==> config.mk <==
export PLATFORM = sky130hd
export DESIGN_NAME = exception_frame_unwind
export DESIGN_NICKNAME = d
export VERILOG_FILES = /design/src/unwind_pkg.sv /design/src/stack_select.sv /design/src/exception_frame_unwind.sv
export VERILOG_INCLUDE_DIRS = /design/src
export SDC_FILE = /design/constraint.sdc
export NUM_CORES = 1
export LEC_CHECK = 0
export ABC_AREA = 1
export ABC_CLOCK_PERIOD_IN_PS = 15900
export BUFFER_PORTS_ARGS = -buffer_cell sky130_fd_sc_hd__buf_4
export CORE_ASPECT_RATIO = 0.75
export CORE_MARGIN = 2
export CORE_UTILIZATION = 32
export CTS_BUF_LIST = sky130_fd_sc_hd__clkbuf_16
export CTS_CLUSTER_DIAMETER = 50
export DETAILED_ROUTE_END_ITERATION = 10
export PLACE_DENSITY_LB_ADDON = 0.1
export SYNTH_ARGS = -nofsm -noshare
export SYNTH_HDL_FRONTEND = slang
export SYNTH_SLANG_ARGS = --single-unit
==> constraint.sdc <==
create_clock -name mclk -period 15.9 [get_ports mclk]
set_input_delay 3.18 -clock mclk [delete_from_list [all_inputs] [get_ports mclk]]
set_output_delay 3.18 -clock mclk [all_outputs]
set_load 0.01 [all_outputs]
==> src/unwind_consts.svh <==
// Purpose: Constants for the exception frame unwinding block.
// Assumes: Byte-addressed stack, 16-bit stack bus words.
// Notes:   Definitions only.
`ifndef UNWIND_CONSTS_SVH
`define UNWIND_CONSTS_SVH
`define FMT_FOUR        4'h0
`define FMT_THROW       4'h1
`define FMT_SIX         4'h2
`define FMT_FPPOST      4'h3
`define FMT_EIGHT       4'h4
`define OFS_PC          32'h0000_0002
`define OFS_FMT         32'h0000_0006
`define OFS_EXTRA       32'h0000_0008
`define POP_FOUR        32'h0000_0008
`define POP_SIX         32'h0000_000c
`define SR_S_BIT        13
`define SR_M_BIT        12
`define SR_T0_BIT       14
`define SR_T1_BIT       15
`define VEC_FORMAT_ERR  12'h038
`define VEC_ADDR_ERR    12'h00c
`define VEC_FP_POST     12'h0c4
`endif

==> src/unwind_pkg.sv <==
// Purpose: Types for the exception frame unwinding block.
// Assumes: Nothing beyond the constants header.
// Notes:   States are one-hot.
package unwind_pkg;
  typedef enum logic [7:0] {
    ST_IDLE  = 8'h01,
    ST_SR    = 8'h02,
    ST_PCH   = 8'h04,
    ST_PCL   = 8'h08,
    ST_FMT   = 8'h10,
    ST_ACT   = 8'h20,
    ST_TRAP  = 8'h40,
    ST_DONE  = 8'h80
  } unw_state_t;
  typedef enum logic [1:0] {
    STK_USER = 2'h0,
    STK_INT  = 2'h1,
    STK_MAST = 2'h2
  } stack_sel_t;
endpackage

==> src/stack_select.sv <==
// Purpose: Picks the active stack from a status word.
// Assumes: Status word bit layout from the constants header.
// Notes:   Registered output.
`timescale 1ns/10ps
`include "unwind_consts.svh"
module stack_select
  import unwind_pkg::*;
(
  input  wire logic        mclk,
  input  wire logic        rst,
  input  wire logic        ce,
  input  wire logic [15:0] status_word,
  output stack_sel_t       sel_ff
);
  // Supervisor and master bits choose among the three stacks.
  always_ff @(posedge mclk or posedge rst) begin
    if (rst) begin
      sel_ff <= STK_INT;
    end else if (ce) begin
      if (!status_word[`SR_S_BIT]) begin
        sel_ff <= STK_USER;
      end else if (status_word[`SR_M_BIT]) begin
        sel_ff <= STK_MAST;
      end else begin
        sel_ff <= STK_INT;
      end
    end
  end
endmodule // stack_select

==> src/exception_frame_unwind.sv <==
// Purpose: Unwinds exception frames on an exception_return_instruction.
// Assumes: A word-wide stack read port answering with rd_valid.
// Notes:   Frame building for entry is reported as frame descriptors.
// Summary of operation
// - Format 0: load status word and PC, pop eight, resume.
// - Format 1: pop eight, load status word, restart return.
// - After throwaway, read new format from newly active stack.
// - Throwaway unwinding repeats for any format, any of three stacks.
// - Build throwaway frame on interrupt stack on master-to-interrupt.
// - Usual throwaway status word has S and M set.
// - Throwaway PC equals next-instruction PC on master stack.
// - Format 2: load status word and PC, pop twelve, resume.
// - Format 3: restore, pop twelve, take pending post exception.
// - Eight-word format 4 is neither created nor accepted.
// - Six-word: PC is next instruction, extra is cause address.
// - Address error: six-word frame, extra is reference minus one.
// - Four-word frames for listed exceptions; privilege saves first word.
// - Return examines frame on active supervisor stack for validity; code reads whichever stack S and M select, user stack included.
// - Odd PC with user trace causes address error, S set.
`timescale 1ns/10ps
`include "unwind_consts.svh"
module exception_frame_unwind
  import unwind_pkg::*;
(
  input  wire logic        mclk,
  input  wire logic        rst,
  input  wire logic        ce,
  input  wire logic        rte_start,
  input  wire logic [15:0] cur_status,
  input  wire logic [31:0] usp_in,
  input  wire logic [31:0] isp_in,
  input  wire logic [31:0] msp_in,
  input  wire logic        fp_post_pending,
  input  wire logic        rd_valid,
  input  wire logic [15:0] rd_data,
  input  wire logic        entry_req,
  input  wire logic [3:0]  entry_kind,
  input  wire logic [31:0] entry_next_pc,
  input  wire logic [31:0] entry_instr_pc,
  input  wire logic [31:0] entry_ea,
  input  wire logic        entry_m_to_i,
  output logic             rd_req,
  output logic [31:0]      rd_addr,
  output logic             busy,
  output logic             done,
  output logic [15:0]      new_status,
  output logic [31:0]      new_pc,
  output logic [31:0]      new_usp,
  output logic [31:0]      new_isp,
  output logic [31:0]      new_msp,
  output logic             exc_take,
  output logic [11:0]      exc_vector,
  output logic [15:0]      exc_status,
  output logic [31:0]      exc_pc,
  output logic             frame_valid,
  output logic [3:0]       frame_format,
  output logic [31:0]      frame_pc,
  output logic [31:0]      frame_extra,
  output logic             frame_throw,
  output logic [15:0]      frame_throw_sr,
  output logic [31:0]      frame_throw_pc
);
  // Entry kinds, encoded for the frame describer.
  localparam logic [3:0] K_PRIV = 4'h1;
  localparam logic [3:0] K_SIXW = 4'h2;
  localparam logic [3:0] K_ADDR = 4'h3;
  localparam logic [3:0] K_UNFP = 4'h4;
  localparam logic [3:0] K_FPPS = 4'h5;

  // ********************************************************
  // State
  // ********************************************************
  typedef struct packed {
    unw_state_t  st;
    logic        bsy;
    logic        req;
    logic [31:0] addr;
    logic [15:0] sr;
    logic [31:0] pc;
    logic [3:0]  fmt;
    logic [31:0] usp;
    logic [31:0] isp;
    logic [31:0] msp;
    logic        done;
    logic        take;
    logic [11:0] vec;
    logic [15:0] xsr;
    logic [31:0] xpc;
    logic        fv;
    logic [3:0]  ff;
    logic [31:0] fpc;
    logic [31:0] fex;
    logic        ft;
    logic [15:0] fts;
    logic [31:0] ftp;
  } unw_t;

  unw_t        cur_ff;
  unw_t        nxt_ff;
  stack_sel_t  sel;

  // Active stack follows the status word being unwound.
  stack_select u_sel (
    .mclk        (mclk),
    .rst         (rst),
    .ce          (ce),
    .status_word (nxt_ff.sr),
    .sel_ff      (sel)
  );

  // Returns the stack pointer of the selected stack.
  function automatic logic [31:0] sp_of(input unw_t s, input stack_sel_t k);
    case (k)
      STK_USER: sp_of = s.usp;
      STK_MAST: sp_of = s.msp;
      default:  sp_of = s.isp;
    endcase
  endfunction

  // ********************************************************
  // Next state
  // ********************************************************
  always_comb begin
    logic [31:0] sp;
    logic [31:0] pop;
    nxt_ff      = cur_ff;
    sp          = sp_of(cur_ff, sel);
    pop         = `POP_FOUR;
    nxt_ff.done = 1'b0;
    nxt_ff.take = 1'b0;
    nxt_ff.fv   = 1'b0;
    case (cur_ff.st)
      ST_IDLE: begin
        if (rte_start) begin
          nxt_ff.sr  = cur_status;
          nxt_ff.usp = usp_in;
          nxt_ff.isp = isp_in;
          nxt_ff.msp = msp_in;
          nxt_ff.st  = ST_FMT;
        end
      end
      ST_FMT: begin
        // Format word sits at byte six of the active frame.
        nxt_ff.req  = 1'b1;
        nxt_ff.addr = sp + `OFS_FMT;
        if (cur_ff.req && rd_valid) begin
          nxt_ff.req = 1'b0;
          nxt_ff.fmt = rd_data[15:12];
          nxt_ff.st  = ST_SR;
        end
      end
      ST_SR: begin
        nxt_ff.req  = 1'b1;
        nxt_ff.addr = sp;
        if (cur_ff.req && rd_valid) begin
          nxt_ff.req = 1'b0;
          nxt_ff.xsr = rd_data;
          nxt_ff.st  = ST_PCH;
        end
      end
      ST_PCH: begin
        nxt_ff.req  = 1'b1;
        nxt_ff.addr = sp + `OFS_PC;
        if (cur_ff.req && rd_valid) begin
          nxt_ff.req      = 1'b0;
          nxt_ff.pc[31:16] = rd_data;
          nxt_ff.st        = ST_PCL;
        end
      end
      ST_PCL: begin
        nxt_ff.req  = 1'b1;
        nxt_ff.addr = sp + `OFS_PC + 32'h0000_0002;
        if (cur_ff.req && rd_valid) begin
          nxt_ff.req      = 1'b0;
          nxt_ff.pc[15:0] = rd_data;
          nxt_ff.st       = ST_ACT;
        end
      end
      ST_ACT: begin
        case (cur_ff.fmt)
          `FMT_FOUR, `FMT_THROW: pop = `POP_FOUR;
          default:               pop = `POP_SIX;
        endcase
        case (sel)
          STK_USER: nxt_ff.usp = sp + pop;
          STK_MAST: nxt_ff.msp = sp + pop;
          default:  nxt_ff.isp = sp + pop;
        endcase
        nxt_ff.sr = cur_ff.xsr;
        case (cur_ff.fmt)
          `FMT_THROW: nxt_ff.st = ST_FMT;
          `FMT_FOUR, `FMT_SIX: nxt_ff.st = ST_DONE;
          `FMT_FPPOST: begin
            // Pending post exception starts at once.
            if (fp_post_pending) begin
              nxt_ff.vec = `VEC_FP_POST;
              nxt_ff.st  = ST_TRAP;
            end else begin
              nxt_ff.st = ST_DONE;
            end
          end
          default: begin
            // Unknown and eight-word formats abandon the return.
            nxt_ff.sr  = cur_ff.sr;
            nxt_ff.usp = cur_ff.usp;
            nxt_ff.isp = cur_ff.isp;
            nxt_ff.msp = cur_ff.msp;
            nxt_ff.pc  = cur_pc_keep(cur_ff);
            nxt_ff.vec = `VEC_FORMAT_ERR;
            nxt_ff.st  = ST_TRAP;
          end
        endcase
        // Odd PC with trace enabled turns into an address error.
        if ((cur_ff.fmt inside {`FMT_FOUR, `FMT_SIX, `FMT_FPPOST})
            && cur_ff.pc[0]
            && (cur_ff.xsr[`SR_T0_BIT] || cur_ff.xsr[`SR_T1_BIT])) begin
          nxt_ff.vec = `VEC_ADDR_ERR;
          nxt_ff.st  = ST_TRAP;
        end
      end
      ST_TRAP: begin
        nxt_ff.take = 1'b1;
        nxt_ff.xsr  = cur_ff.sr | (16'h0001 << `SR_S_BIT);
        nxt_ff.xpc  = cur_ff.pc;
        nxt_ff.st   = ST_IDLE;
      end
      ST_DONE: begin
        nxt_ff.done = 1'b1;
        nxt_ff.st   = ST_IDLE;
      end
      default: nxt_ff.st = ST_IDLE;
    endcase

    // Describe the frame to build on exception entry.
    if (entry_req) begin
      nxt_ff.fv  = 1'b1;
      nxt_ff.ft  = entry_m_to_i;
      nxt_ff.fts = cur_status;
      nxt_ff.ftp = entry_next_pc;
      case (entry_kind)
        K_SIXW: begin
          nxt_ff.ff  = `FMT_SIX;
          nxt_ff.fpc = entry_next_pc;
          nxt_ff.fex = entry_instr_pc;
        end
        K_UNFP: begin
          nxt_ff.ff  = `FMT_SIX;
          nxt_ff.fpc = entry_next_pc;
          nxt_ff.fex = entry_ea;
        end
        K_ADDR: begin
          nxt_ff.ff  = `FMT_SIX;
          nxt_ff.fpc = entry_instr_pc;
          nxt_ff.fex = entry_ea - 32'h0000_0001;
        end
        K_FPPS: begin
          nxt_ff.ff  = `FMT_FPPOST;
          nxt_ff.fpc = entry_next_pc;
          nxt_ff.fex = entry_ea;
        end
        K_PRIV: begin
          nxt_ff.ff  = `FMT_FOUR;
          nxt_ff.fpc = entry_instr_pc;
          nxt_ff.fex = 32'h0000_0000;
        end
        default: begin
          nxt_ff.ff  = `FMT_FOUR;
          nxt_ff.fpc = entry_next_pc;
          nxt_ff.fex = 32'h0000_0000;
        end
      endcase
    end
    // Busy is registered so that the port leaves a flip-flop directly.
    nxt_ff.bsy = (nxt_ff.st != ST_IDLE);
  end

  // Keeps the PC read from the frame of a rejected return.
  function automatic logic [31:0] cur_pc_keep(input unw_t s);
    cur_pc_keep = s.pc;
  endfunction

  // ********************************************************
  // Registers
  // ********************************************************
  always_ff @(posedge mclk or posedge rst) begin
    if (rst) begin
      cur_ff    <= '0;
      cur_ff.st <= ST_IDLE;
    end else if (ce) begin
      cur_ff <= nxt_ff;
    end
  end

  // Outputs come straight from the state register.
  assign rd_req         = cur_ff.req;
  assign rd_addr        = cur_ff.addr;
  assign busy           = cur_ff.bsy;
  assign done           = cur_ff.done;
  assign new_status     = cur_ff.sr;
  assign new_pc         = cur_ff.pc;
  assign new_usp        = cur_ff.usp;
  assign new_isp        = cur_ff.isp;
  assign new_msp        = cur_ff.msp;
  assign exc_take       = cur_ff.take;
  assign exc_vector     = cur_ff.vec;
  assign exc_status     = cur_ff.xsr;
  assign exc_pc         = cur_ff.xpc;
  assign frame_valid    = cur_ff.fv;
  assign frame_format   = cur_ff.ff;
  assign frame_pc       = cur_ff.fpc;
  assign frame_extra    = cur_ff.fex;
  assign frame_throw    = cur_ff.ft;
  assign frame_throw_sr = cur_ff.fts;
  assign frame_throw_pc = cur_ff.ftp;

endmodule // exception_frame_unwind

### Word-level counts from Yosys, hierarchy flattened

Index checks and enable logic that the tools add are counted.

| word-level totals | value |
|---|---|
| bits in registers | 372 |
| output and inout port bits | 358 |

| operators by class | value |
|---|---|
| $add $sub $neg | 5 |
| equal/unequal tests | 26 |
| multiplexer cells | 36 |
| bitwise gates (word level) | 1 |
| reduce and logical (&&, ||, !) cells | 27 |

Operator list:

| kind | number |
|---|---|
| $pmux 66 s5 | 1 |
| $mux 96 | 2 |
| $pmux 96 s2 | 1 |
| $pmux 33 s4 | 1 |
| $mux 32 | 4 |
| $pmux 16 s2 | 4 |
| $mux 118 | 1 |
| $add 32x2->32 const B | 2 |
| $pmux 32 s2 | 1 |
| $mux 8 | 7 |
| $mux 48 | 1 |
| $pmux 8 s6 | 1 |
| $add 32x3->32 const B | 1 |
| $add 32x32->32 | 1 |
| $mux 16 | 2 |
| $sub 32x1->32 const B | 1 |
| $mux 12 | 2 |
| $pmux 12 s2 | 1 |
| $pmux 8 s3 | 1 |
| $eq 4x2->1 const B | 4 |
| $reduce_and 4->1 | 4 |
| $reduce_and 5->1 | 3 |
| $eq 4x1->1 const B | 2 |
| $eq 4x3->1 const B | 2 |
| other kinds (29) | 45 |

### Depth between registers and ports, before layout

| depth | value |
|---|---|
| depth in word-level cells | 8 |
| gate-level depth with buffers | 24 |
| depth with buffers taken out | 22 |

### Modules after synthesis

Synthesis repeated with hierarchy kept, for this count alone.

| unflattened totals | value |
|---|---|
| cells, all modules | 3182 |
| area, all modules | 23686.5 um^2 |

By module, submodules not included:

| module | instances | cells each | area an instance (um^2) | sequential area each (um^2) |
|---|---|---|---|---|
| exception_frame_unwind | 1 | 3171 | 23598.9 | 9009.9 |
| stack_select | 1 | 11 | 87.6 | 51.3 |

### Worst setup path before layout

OpenSTA, ideal clock, no wires.

| timing path | value |
|---|---|
| kind | input to register |
| start | input entry_ea[0] |
| end | register cur_ff, in the netlist frame_extra[28] |
| setup time | 0.117 ns |
| arrival | 5.074 ns |
| data required time | 15.783 ns |
| setup slack | 10.709 ns |
| cell stages on the path | 16 |
| cell sequence | inv_1 ha_1 nand2_1 nor2_1 nand2_1 nor2_1 nand2_1 nor2_1 nand3_1 nor2_1 nand3_1 nor3b_1 xor2_1 o21bai_1 nand2_1 nand2_1 |

| on the way | value |
|---|---|
| word-level cells in the longest chain between the ends | 2 |

RTL lines:

| element | RTL line | RTL |
|---|---|---|
| start, declared | exception_frame_unwind.sv:40 | `input wire logic [31:0] entry_ea,` |
| $sub 32x1->32 | exception_frame_unwind.sv:254 | `nxt_ff.fex = entry_ea - 32'h0000_0001;` |
| $pmux 66 s5 | exception_frame_unwind.sv:240 | `case (entry_kind)` |
| end signal, assigned | exception_frame_unwind.sv:290 | `cur_ff <= nxt_ff;` |
| end, declared | exception_frame_unwind.sv:98 | `unw_t cur_ff;` |

No other way between the ends.
A chain may end at the register's enable or synchronous reset.

### Final worst setup path

| timing path | value |
|---|---|
| start | input rte_start |
| end | register cur_ff, in the netlist new_isp[18] |

| on the way | value |
|---|---|
| word-level cells in the longest chain between the ends | 2 |

RTL lines:

| element | RTL line | RTL |
|---|---|---|
| start, declared | exception_frame_unwind.sv:28 | `input wire logic rte_start,` |
| $ne 2x2->1 (no source line) | n/a |  |
| $reduce_and 5->1 (no source line) | n/a |  |

No other way between the ends.

==> run metrics <==
CP Launch Type primary input; Clock Latency Late Sink 0.60 ns; Synth top area share 0.377; Area Overhead vs Synth 17.5%; TritonCTS clock tree built; Worst R2R End rd_addr[23]$_DFFE_PP0P_; most common cell after layout, fill and taps aside nand2_1; Setup Viol. Count Final 0; Worst-path clk slew 0.06 ns; Via density 5.10; Arr. time, crit path 5.98 ns; number of nets in the layout 3,566; main area contributors after synthesis dfrtp_1, nand2_1, buf_4; Buf/Inv on CP 4; hold depth 2; sequential fraction of the synthesis area 0.379; Post-CTS Setup Bufs 0; vias in the first global route 21,300; antenna violations before repair 6; WL per Instance 23.6 µm; crit-path cells buf_4 > nor2_1 > inv_1 > o21ai_0 > nor2_2 > nand2_2 > a21oi_2 > clkinv_1 > buf_4 > a21oi_1 > a22oi_1; clk sinks 362; CP startpoint rte_start; Switching Share 0.470; Crit path max-delay family buffers and inverters; share of cells above drive strength 1 0.266; hold_sp frame_pc[23]$_DFFE_PP0P_; Comb pwr share 0.502; First DRT Iteration DRCs 1,920; run status finished, final reports clean; origin of the critical flop-to-flop path u_sel.sel_ff[0]$_DFFE_PP1P_; Cells after Synth 3,134; Worst path max stage delay 0.66 ns; sequential power share 0.279; post-route setup slack 10.37 ns; hold endpoint frame_pc[23]$_DFFE_PP0P_; internal power 2.59 mW; Psw 2.30 mW; leading area contributor after synthesis dfrtp_1; Final Hold Viols 0; CTS Buf Count 46; Die X 320 µm; DP Worst Slack 9.80 ns; synth unique cells 56; grt ovf 0; global-route wire length before repair 147,000 µm; PD cells 174 nW/µm²; post_cts resized 0; Pwr Total 4.90 mW; #FFs+latches synth 362; CP Capture Type flop; Worst Tran Pin Value 1.23 ns; Worst Skew 0.0248 ns; most frequent cells in the layout nand2_1, buf_4, dfrtp_1; CTS root buf clkbuf_16; Max VDD drop 0.0000851 V; RSZ-0062 raised after global routing false; final period utilization 0.348; yosys warns 0; Tmin final 5.53 ns; highest clock rate 181 MHz; H-tree Lvls 2; post-route ant nets 0; gpl congestion 0.988; largest net degree at the start of global routing 127; leakage power 14.1 nW; Setup Crit Path Kind in2reg; worst r2r path cells 20; Max clock buf depth 3; max_slew headroom 0.178; GRT Util Overall 0.257; hold crit path type reg2reg; Vias 22,000; port bufs 585; detailed placement HPWL 78,700 µm; Fillers 7,717; drt pass-1 iters 5; setup slack, reg-to-reg 11.24 ns; Clock power frac 0.219; total die area 76,900 µm²; initial core utilization 0.324; crit path max-delay cell type a21oi_2; Setup TNS Final 0 ns; ys async rst share 1.00; hold_buf cts 0; Post-route DRC 0; syn_area_per_cell 7.62 µm²; Post-synth EDFFs 0; dominant synthesized flop cell dfrtp_1; DIE HEIGHT 241 µm; Ports 594; area of the mapped netlist 23,900 µm²; worst path required time 16.35 ns; final WL 102,000 µm; num rows 86; crit-path max FO 37; most frequent CP cell buf_4; Final Max Tran Viols 0; core area 73,700 µm²; MaxCap Viol Count 0
-- synthesized netlist by cell type (all sizes together) (28+ instances only) --
| cell type | instances |
|---|---|
| nand3 | 169 |
| nand2 | 778 |
| o22ai | 54 |
| buf | 379 |
| o211ai | 28 |
| o21ai | 211 |
| a21oi | 142 |
| nand4 | 31 |
| mux2 | 31 |
| nor2 | 252 |
| a22oi | 72 |
| inv | 357 |
| dfrtp | 360 |
| xor2 | 29 |
| clkbuf | 98 |
-- registers in the layout, indices dropped and copies added, names as in the netlist, 32 cells and up --
name,count
new_pc,32
new_isp,32
new_msp,32
rd_addr,32
frame_pc,32
new_usp,32
frame_throw_pc,32
frame_extra,32
exc_pc,32
-- final cells by class --
| type | instances | area [µm²] | area share |
|---|---|---|---|
| clock buffers | 46 | 1150 | 0.0410 |
| diodes | 3 | 7.51 | 0.000267 |
| inverters | 364 | 1370 | 0.0489 |
| well taps | 968 | 1210 | 0.0431 |
| repair buffers | 610 | 4580 | 0.163 |
| flip-flops and latches | 362 | 9060 | 0.323 |
| clock inverters | 34 | 357 | 0.0127 |
| multi-input cells | 1938 | 10300 | 0.368 |
-- how the worst max path moves through the flow --
stage | depth (start not counted) | slack, ns | to
2_1_floorplan | 1 | 2.68 | busy$_DFFE_PP0P_
3_3_place_gp | 11 | 9.76 | new_isp[6]$_DFFE_PP0P_
3_5_place_dp | 11 | 9.80 | new_isp[9]$_DFFE_PP0P_
4_1_cts | 11 | 10.39 | new_isp[18]$_DFFE_PP0P_
5_1_grt | 11 | 10.11 | new_isp[18]$_DFFE_PP0P_
6_report | 11 | 10.37 | new_isp[18]$_DFFE_PP0P_
-- logic make-up (layout without fill, tap and decap cells) --
family / count (synthesis) / count (layout) / synth area share
mux: 31 / 31 / 0.0146
simple gates: 1262 / 1262 / 0.248
xor+xnor: 30 / 30 / 0.0110
compound gates: 599 / 599 / 0.152
fa+ha+maj: 8 / 8 / 0.00419
flops: 362 / 362 / 0.379
buf+inv: 841 / 1054 / 0.191
other cells: 1 / 11 / 0.000157
-- tightest hold or removal path: cells and delay by family (launching register included) --
family	cells	cell delay, ns
flops	1	0.34
simple gates	2	0.10
-- metal layers --
layer  vias to the layer above  GRT usage  part of all wire
li1                      10300          -                 -
met1                     10800      0.376              0.48
met2                       820      0.371              0.42
met3                       128     0.0695             0.082
met4                         4     0.0646             0.024
met5                         -     0.0117            0.0014
-- through the flow --
stage,instances,area (µm²),hold WS [ns],utilization
finish,4325,28100,0.480,0.381
floorplan,3141,23900,0.443,-
detailed placement,4242,26600,0.466,0.360
CTS,4322,28100,0.483,0.381
global route,4325,28100,0.501,0.381
global placement,4242,26600,0.463,0.360
-- power by group through the flow --
stage          Combinational, mW  Clock (mW)  Sequential (mW)
2_1_floorplan               1.70           0             1.29
3_3_place_gp                2.41           0             1.37
3_5_place_dp                2.40           0             1.38
4_1_cts                     2.41        1.10             1.37
5_1_grt                     2.64        1.15             1.39
6_report                    2.46        1.07             1.37
(Power assumes the default switching activity.)
